<file path="src/logic/ctl_regs_pkg.sv">
// Purpose: constants for the i2c timing, self-test error and frequency override registers
// Assumes: 50 MHz system clock
// Notes: offsets are byte addresses on the serial control register port
package ctl_regs_pkg;
    // ****************************************************************
    // register map
    // ****************************************************************
    localparam logic [7:0] ADDR_CLOCK_HIGH = 8'h18;
    localparam logic [7:0] ADDR_CLOCK_LOW = 8'h19;
    localparam logic [7:0] ADDR_CRC_ERRORS = 8'h1B;
    localparam logic [7:0] ADDR_FREQ_OVR = 8'h35;
    localparam logic [7:0] RST_CLOCK_HIGH = 8'hA1;
    localparam logic [7:0] RST_CLOCK_LOW = 8'hA5;
    localparam logic [7:0] RST_CRC_ERRORS = 8'h00;
    localparam logic [7:0] RST_FREQ_OVR = 8'h00;
    localparam int OVR_EN_BIT = 7;
    localparam int OVR_VAL_BIT = 6;
    // ****************************************************************
    // timing
    // ****************************************************************
    localparam int CLK_MHZ = 50;
    localparam int UNIT_NS = 40;
    localparam int UNIT_CYC = (UNIT_NS * CLK_MHZ) / 1000;
    typedef enum logic [1:0] {
        PH_IDLE = 2'b00,
        PH_LOW = 2'b01,
        PH_HIGH = 2'b10
    } phase_t;
endpackage

</file>
<file path="src/logic/ctl_regs.sv">
// Purpose: i2c clock timing, self-test crc error counter and frequency select override
// Assumes: register port and event inputs on clk; self-test and strap come from pins
// Notes: one count of the timing registers is 40 ns
`timescale 1ns/1ps
module ctl_regs (
    input wire logic clk,
    input wire logic arst_n,
    input wire logic [7:0] reg_addr,
    input wire logic reg_wr,
    input wire logic reg_rd,
    input wire logic [7:0] reg_wdata,
    output logic [7:0] reg_rdata,
    input wire logic master_en,
    output logic scl_master_low,
    input wire logic slave_setup_start,
    output logic scl_stretch,
    input wire logic self_test_pin,
    input wire logic crc_error,
    input wire logic freq_strap_pin,
    output logic frequency_range_select
);
    typedef struct packed {
        logic [7:0] high_cnt;
        logic [7:0] low_cnt;
        logic [7:0] err_cnt;
        logic [7:0] ovr;
        logic [7:0] rdata;
        logic test_s1;
        logic test_s2;
        logic test_d;
        logic strap_s1;
        logic strap_s2;
        logic v1;
        logic v2;
        logic strap_taken;
        logic strap_val;
        logic range_sel;
        ctl_regs_pkg::phase_t phase;
        logic [15:0] m_tmr;
        logic scl_low;
        logic [15:0] s_tmr;
        logic s_hold;
    } state_t;

    state_t st_reg;
    state_t st_next;

    // timer load for a count: cycles less one, zero for a zero count
    function automatic logic [15:0] load_val(input logic [7:0] cnt);
        logic [15:0] c;
        c = 16'(cnt) * 16'(ctl_regs_pkg::UNIT_CYC);
        load_val = (c == 16'h0000) ? 16'h0000 : c - 16'h0001;
    endfunction

    // ****************************************************************
    // next state
    // ****************************************************************
    always_comb begin
        st_next = st_reg;
        st_next.test_s1 = self_test_pin;
        st_next.test_s2 = st_reg.test_s1;
        st_next.test_d = st_reg.test_s2;
        st_next.strap_s1 = freq_strap_pin;
        st_next.strap_s2 = st_reg.strap_s1;
        st_next.v1 = 1'b1;
        st_next.v2 = st_reg.v1;
        if (st_reg.v2 && !st_reg.strap_taken) begin
            st_next.strap_taken = 1'b1;
            st_next.strap_val = st_reg.strap_s2;
        end
        // register writes
        if (reg_wr) begin
            unique case (reg_addr)
                ctl_regs_pkg::ADDR_CLOCK_HIGH: st_next.high_cnt = reg_wdata;
                ctl_regs_pkg::ADDR_CLOCK_LOW: st_next.low_cnt = reg_wdata;
                ctl_regs_pkg::ADDR_FREQ_OVR: st_next.ovr = reg_wdata;
                default: ;
            endcase
        end
        // register reads
        if (reg_rd) begin
            unique case (reg_addr)
                ctl_regs_pkg::ADDR_CLOCK_HIGH: st_next.rdata = st_reg.high_cnt;
                ctl_regs_pkg::ADDR_CLOCK_LOW: st_next.rdata = st_reg.low_cnt;
                ctl_regs_pkg::ADDR_CRC_ERRORS: st_next.rdata = st_reg.err_cnt;
                ctl_regs_pkg::ADDR_FREQ_OVR: st_next.rdata = st_reg.ovr;
                default: st_next.rdata = 8'h00;
            endcase
        end
        // crc errors, start of a run clears
        if (st_reg.test_s2 && !st_reg.test_d) begin
            st_next.err_cnt = 8'h00;
        end else if (st_reg.test_s2 && crc_error && st_reg.err_cnt != 8'hFF) begin
            st_next.err_cnt = st_reg.err_cnt + 8'h01;
        end
        // frequency select source
        if (st_reg.ovr[ctl_regs_pkg::OVR_EN_BIT]) begin
            st_next.range_sel = st_reg.ovr[ctl_regs_pkg::OVR_VAL_BIT];
        end else begin
            st_next.range_sel = st_next.strap_val;
        end
        // master clock generator
        unique case (st_reg.phase)
            ctl_regs_pkg::PH_IDLE: begin
                st_next.scl_low = 1'b0;
                if (master_en) begin
                    st_next.phase = ctl_regs_pkg::PH_LOW;
                    st_next.scl_low = 1'b1;
                    st_next.m_tmr = load_val(st_reg.low_cnt);
                end
            end
            ctl_regs_pkg::PH_LOW: begin
                if (st_reg.m_tmr != 16'h0000) begin
                    st_next.m_tmr = st_reg.m_tmr - 16'h0001;
                end else begin
                    st_next.phase = ctl_regs_pkg::PH_HIGH;
                    st_next.scl_low = 1'b0;
                    st_next.m_tmr = load_val(st_reg.high_cnt);
                end
            end
            ctl_regs_pkg::PH_HIGH: begin
                if (st_reg.m_tmr != 16'h0000) begin
                    st_next.m_tmr = st_reg.m_tmr - 16'h0001;
                end else if (master_en) begin
                    st_next.phase = ctl_regs_pkg::PH_LOW;
                    st_next.scl_low = 1'b1;
                    st_next.m_tmr = load_val(st_reg.low_cnt);
                end else begin
                    st_next.phase = ctl_regs_pkg::PH_IDLE;
                end
            end
            default: begin
                st_next.phase = ctl_regs_pkg::PH_IDLE;
                st_next.scl_low = 1'b0;
            end
        endcase
        // slave data setup stretch
        if (st_reg.s_hold) begin
            if (st_reg.s_tmr != 16'h0000) begin
                st_next.s_tmr = st_reg.s_tmr - 16'h0001;
            end else begin
                st_next.s_hold = 1'b0;
            end
        end else if (slave_setup_start) begin
            st_next.s_hold = 1'b1;
            st_next.s_tmr = load_val(st_reg.low_cnt);
        end
    end

    always_ff @(posedge clk or negedge arst_n) begin
        if (!arst_n) begin
            st_reg <= '0;
            st_reg.high_cnt <= ctl_regs_pkg::RST_CLOCK_HIGH;
            st_reg.low_cnt <= ctl_regs_pkg::RST_CLOCK_LOW;
            st_reg.err_cnt <= ctl_regs_pkg::RST_CRC_ERRORS;
            st_reg.ovr <= ctl_regs_pkg::RST_FREQ_OVR;
            st_reg.phase <= ctl_regs_pkg::PH_IDLE;
        end else begin
            st_reg <= st_next;
        end
    end

    assign reg_rdata = st_reg.rdata;
    assign scl_master_low = st_reg.scl_low;
    assign scl_stretch = st_reg.s_hold;
    assign frequency_range_select = st_reg.range_sel;
endmodule

</file>
<file path="config.mk">
export PLATFORM = sky130hd
export DESIGN_NAME = ctl_regs
export DESIGN_NICKNAME = d
export VERILOG_FILES = /design/src/logic/ctl_regs_pkg.sv /design/src/logic/ctl_regs.sv
export SDC_FILE = /design/constraint.sdc
export NUM_CORES = 1
export LEC_CHECK = 0
export BUFFER_PORTS_ARGS = -buffer_cell sky130_fd_sc_hd__clkbuf_2
export CORE_MARGIN = 3
export CORE_UTILIZATION = 50
export CTS_CLUSTER_DIAMETER = 120
export DETAILED_ROUTE_END_ITERATION = 12
export PLACE_DENSITY = 0.68
export SLEW_MARGIN = 20
export SYNTH_ARGS = -nofsm -noshare
export SYNTH_HDL_FRONTEND = slang
export SYNTH_SLANG_ARGS = --single-unit
</file>
<file path="constraint.sdc">
create_clock -name clk -period 5.6 [get_ports clk]
set_clock_uncertainty 0.05 [all_clocks]
set_input_delay 0 -clock clk [delete_from_list [all_inputs] [get_ports clk]]
set_output_delay 0 -clock clk [all_outputs]
set_load 0.02 [all_outputs]
</file>
Word level (Yosys, flattened, before mapping)

Index checks and enable logic that the tools add are counted.

Bits of input ports: 25
Word-level logic and storage cells: 82
Register bits after elaboration: 86

$add $sub $neg: 5
Equality and inequality tests: 13
Reduce and logical (&&, ||, !) cells: 21
Mux-type cells: 23

Operator list:

| operator              | count |
|---|---|
| $mux 16               | 5 |
| $mux 17               | 3 |
| $pmux 16 s3           | 1 |
| $pmux 8 s4            | 1 |
| $reduce_bool 16->1    | 2 |
| $sub 16x1->16 const B | 2 |
| $eq 8x5->1 const B    | 3 |
| $logic_not 10->1      | 2 |
| $sub 9x1->10 const B  | 2 |
| $mux 19               | 1 |
| $mux 8                | 2 |
| $reduce_and 3->1      | 3 |
| $add 8x1->8 const B   | 1 |
| $eq 8x6->1 const B    | 1 |
| $ne 2x2->1 const B    | 4 |
| $ne 8x8->1 const B    | 1 |
| $reduce_and 2->1      | 4 |
| $mux 1                | 6 |
| $pmux 2 s3            | 1 |
| $logic_and 1x1->1     | 4 |
| $mux 2                | 2 |
| $reduce_bool 2->1     | 2 |
| $ne 3x3->1 const B    | 1 |
| $pmux 1 s3            | 1 |
| 6 further kinds       | 7 |

Longest topological paths before layout

Depth in word-level cells: 5
Gate-level depth with buffers: 11

Worst setup path after synthesis

Ideal clock, no wire load.

Path type: register -> register
Start point: reg st_reg[18] (netlist name)
End point: reg st_reg[23] (netlist name)
Library setup time: 0.123 ns
Arrival time: 2.167 ns
Slack: 3.260 ns
Buffers on the path: 2
Period minus slack after synthesis: 2.340 ns
Stages on the path, launching flop included: 11
Cells stage by stage: dfrtp_1 > inv_1 > ha_1 > or4b_4 > nor4_4 > or2_1 > buf_4 > buf_6 > o22ai_1 > a31oi_1 > o21ai_1

Cells in the longest elaborated chain, start to end: 3
Elaborated cells on any way between the ends: 7

Ends and longest elaborated chain:

| item                                                | RTL line        | text |
|---|---|---|
| start, declared                                     | ctl_regs.sv:45  | `state_t st_reg;` |
| start signal, assigned                              | ctl_regs.sv:159 | `st_reg <= st_next;` |
| $sub 16x1->16 or $reduce_bool 16->1 (tied branches) | -               |  |
| $mux 16, or another cell as far along               | ctl_regs.sv:122 | `if (st_reg.m_tmr != 16'h0000) begin` |
| $pmux 16 s3 or $reduce_and 3->1 (tied branches)     | -               |  |

Several ways; a longest one is shown, not always the timed one.
A chain may end at the register's enable or synchronous reset.

Worst setup path after layout

Start point: reg st_reg[18] (netlist name)
End point: reg st_reg[25] (netlist name)

The elaborated chain is that of the path after synthesis.

==> results.md <==
- Max reg flops: approximately 70
- Number of synthesized flops with an enable pin: 0
- Core box area: 8980 um2
- Clock sinks: 86
- Leak: between 2 and 2.5 nW
- Number of global-route vias before repair: 3638
- Metal2 WL: roughly 5000 um
- Async SR Flop Fraction: 100%
- Post-DP HPWL: 7420 um
- Yosys cell types: between 60 and 70
- Placed cell areas: 4930 um2
- Initial Util: around 53%
- Tot GR Track Use: 20.8%
- First-pass GRT wire length: about 18000 um
- Rel. slew slack: between 30 and 40%
- HP Class: input pin to flip-flop
- Setup slack, reg-to-reg: roughly 2.4 ns
- Nets@finish: approximately 550
- Total number of vias: ~3.8k
- Final design area excluding fillers: 5240 um2
- Hold Slack: roughly 0.061 ns
- # rows: 34
- Slew @ Worst Pin: 0.901 ns
- Top cell type's share of synthesized area: a little over two fifths
- Commonest cells post-synth: dfrtp_1 (79), nor2_1 (40), nand2_1 (38)
- Sequential cell area fraction in the yosys report: between 40% and 50%
- CTS tree: done
- Final worst-path cycle share: about 57%
- Antenna fix cells: 0
- #FFs+latches synth: 86
- Startpoint Class: flip-flop
- PwrDens: 352 nW/um2
- CTS root buf: clkbuf_8
- DIE AREA: around 11000 um2
- Max cap viols: 0
- Max-slew violations: 0
- Drt drc: 0
- Largest net degree at the start of global routing: between 80 and 90
- Initial drt markers: ~260
- TNS Setup: 0 ns
- Worst-path maximum fanout: 19
- Post-synthesis cell count: 482
- DR top layer: met4
- Max VDD drop: 0.190 mV
- Routed met3 length: roughly 400 um
- Post-Syn Nets: 518
- Yosys top cell by area: dfrtp_1
- CP Class: flip-flop to flip-flop
- Final ANT Viol Nets: 0
- Critical path required time: between 5 and 6 ns
- Worst-path clk slew: roughly 0.090 ns
- Crit end category: flip-flop
- Mean Syn Cell Area: 9.82 um2
- Die span in x: slightly above 100 um
- Port Buffer Count: 35
- Die Ht: 103 um
- Outcome: finished clean
- Grt ovf: 0
- I/O pin count: 36
- Final core occ: around 60%
- H-tree levels: 3
- CTS buffer count: 9
- Ranking of synthesized cells by area: dfrtp_1 (42%), mux2_2 (6.2%), dfstp_2 (3.9%), nor2_1 (3.2%), nand2_1 (3.0%)
- Fmax achieved: ~0.31 GHz
- Routed len/inst: ~16 um
- Final hold violation count: 0
- Number of antenna violations at the first check in global routing: 0
- Worst Path Arrival: roughly 3.4 ns
- Area grow syn2layout: 10.7%
- Clock latency on the worst-skew pair: ~0.35 ns
- Unrepaired setup endpoints after global routing: no
- Final-report setup violation count: 0
- Main synth FF type: dfrtp_1
- CTS Buffer Depth: 2
- M1 WL: about 4800 um
- Share of layout cells above drive strength 1: approximately 18%
- Vias/cell: roughly 5.9
- CTS resizes: 0
- Final min period: approximately 3.2 ns
- Top-count cell post-synth: dfrtp_1
- GPL Wtd Cong: roughly 0.91
- Ys Warns: 0
- DRT Wirelength: 10300 um
- DRT Pass-1 Iters: 5
- Post-Synthesis Cell Area: roughly 4700 um2
==> report_power, final <==
group          internal, mW  switching (mW)
combinational         0.275           0.420
sequential            0.688          0.0728
clock                 0.173           0.214
total                  1.14           0.707
==> worst max-delay path: stages, from the launching register on <==
cell      delay (ns)
dfrtp_1         0.42
inv_1           0.10
ha_1            0.14
or4b_4          0.47
nor4_4          0.82
or2_1           0.60
nor2_1          0.12
a211oi_1        0.21
o21ai_0         0.11
==> logic make-up after synthesis <==
kind of cell,count (synthesis),share of synthesized area [%]
compound gates,125,17.7
xor+xnor,22,4.07
fa+ha+maj,11,2.91
buf+inv,53,5.34
flops,86,45.7
mux,28,6.61
other cells,1,0.0792
simple gates,156,17.6
==> per-layer routing <==
metal  global-route usage, %  vias to the layer above
met4                    6.37                        0
met2                    32.6                       97
met5                       0                        -
met3                    3.22                       16
li1                        -                     1826
met1                    29.9                     1859
==> final timing paths <==
kind | from | endpoint | cells past startpoint
max reg2reg | st_reg[18] | st_reg[25] | 8
min | crc_error | st_reg[62] | 5
min in group asynchronous | arst_n | st_reg[32] | 2
max in group asynchronous | arst_n | scl_master_low | 2
max | st_reg[18] | st_reg[25] | 8
min reg2reg | st_next[41] | st_reg[41] | 0
==> metrics by stage <==
stage                     cells  setup WS [ns]  total power [mW]
final                       649           2.39              1.84
after global placement      619           2.58              1.44
after CTS                   649           2.45              1.85
after floorplan             482           3.26              1.31
after global routing        649           2.12              1.97
after detailed placement    619           2.47              1.45
==> what timing repair did <==
action                                 in CTS  in global routing
buffers inserted                            0                  0
hold buffers                               14                  0
endpoints found under the hold margin     115                  0
==> area by class of cell <==
class | count | area [um2]
multi-input combinational | 343 | 2320
inverter | 28 | 105
clock buffer | 13 | 149
timing repair buffer | 50 | 329
tap | 126 | 158
clock inverter | 3 | 20.0
fill | 774 | 3740
sequential | 86 | 2160
==> cells in the final DEF (no fill, tap or decap), types with 4 or more instances in the layout <==
cell type and instances:
or3_1 5, nand2_1 38, nor3b_1 4, o21ai_1 8, ha_1 11, dfstp_2 7
a21oi_1 21, nor3_1 13, dfrtp_1 79, nor2_1 40, clkbuf_2 34, or4_1 7
o221ai_1 4, o21ai_0 23, inv_1 27, xnor2_1 7, a22o_1 13, a31oi_1 4
nor2b_1 4, nand3_1 7, nor4_1 6, dlygate4sd3_1 14, xor2_1 15, clkbuf_8 10
o211ai_1 7, mux2_2 26, o22ai_1 14, a221oi_1 10, o41ai_1 4
(Power assumes the default switching activity.)
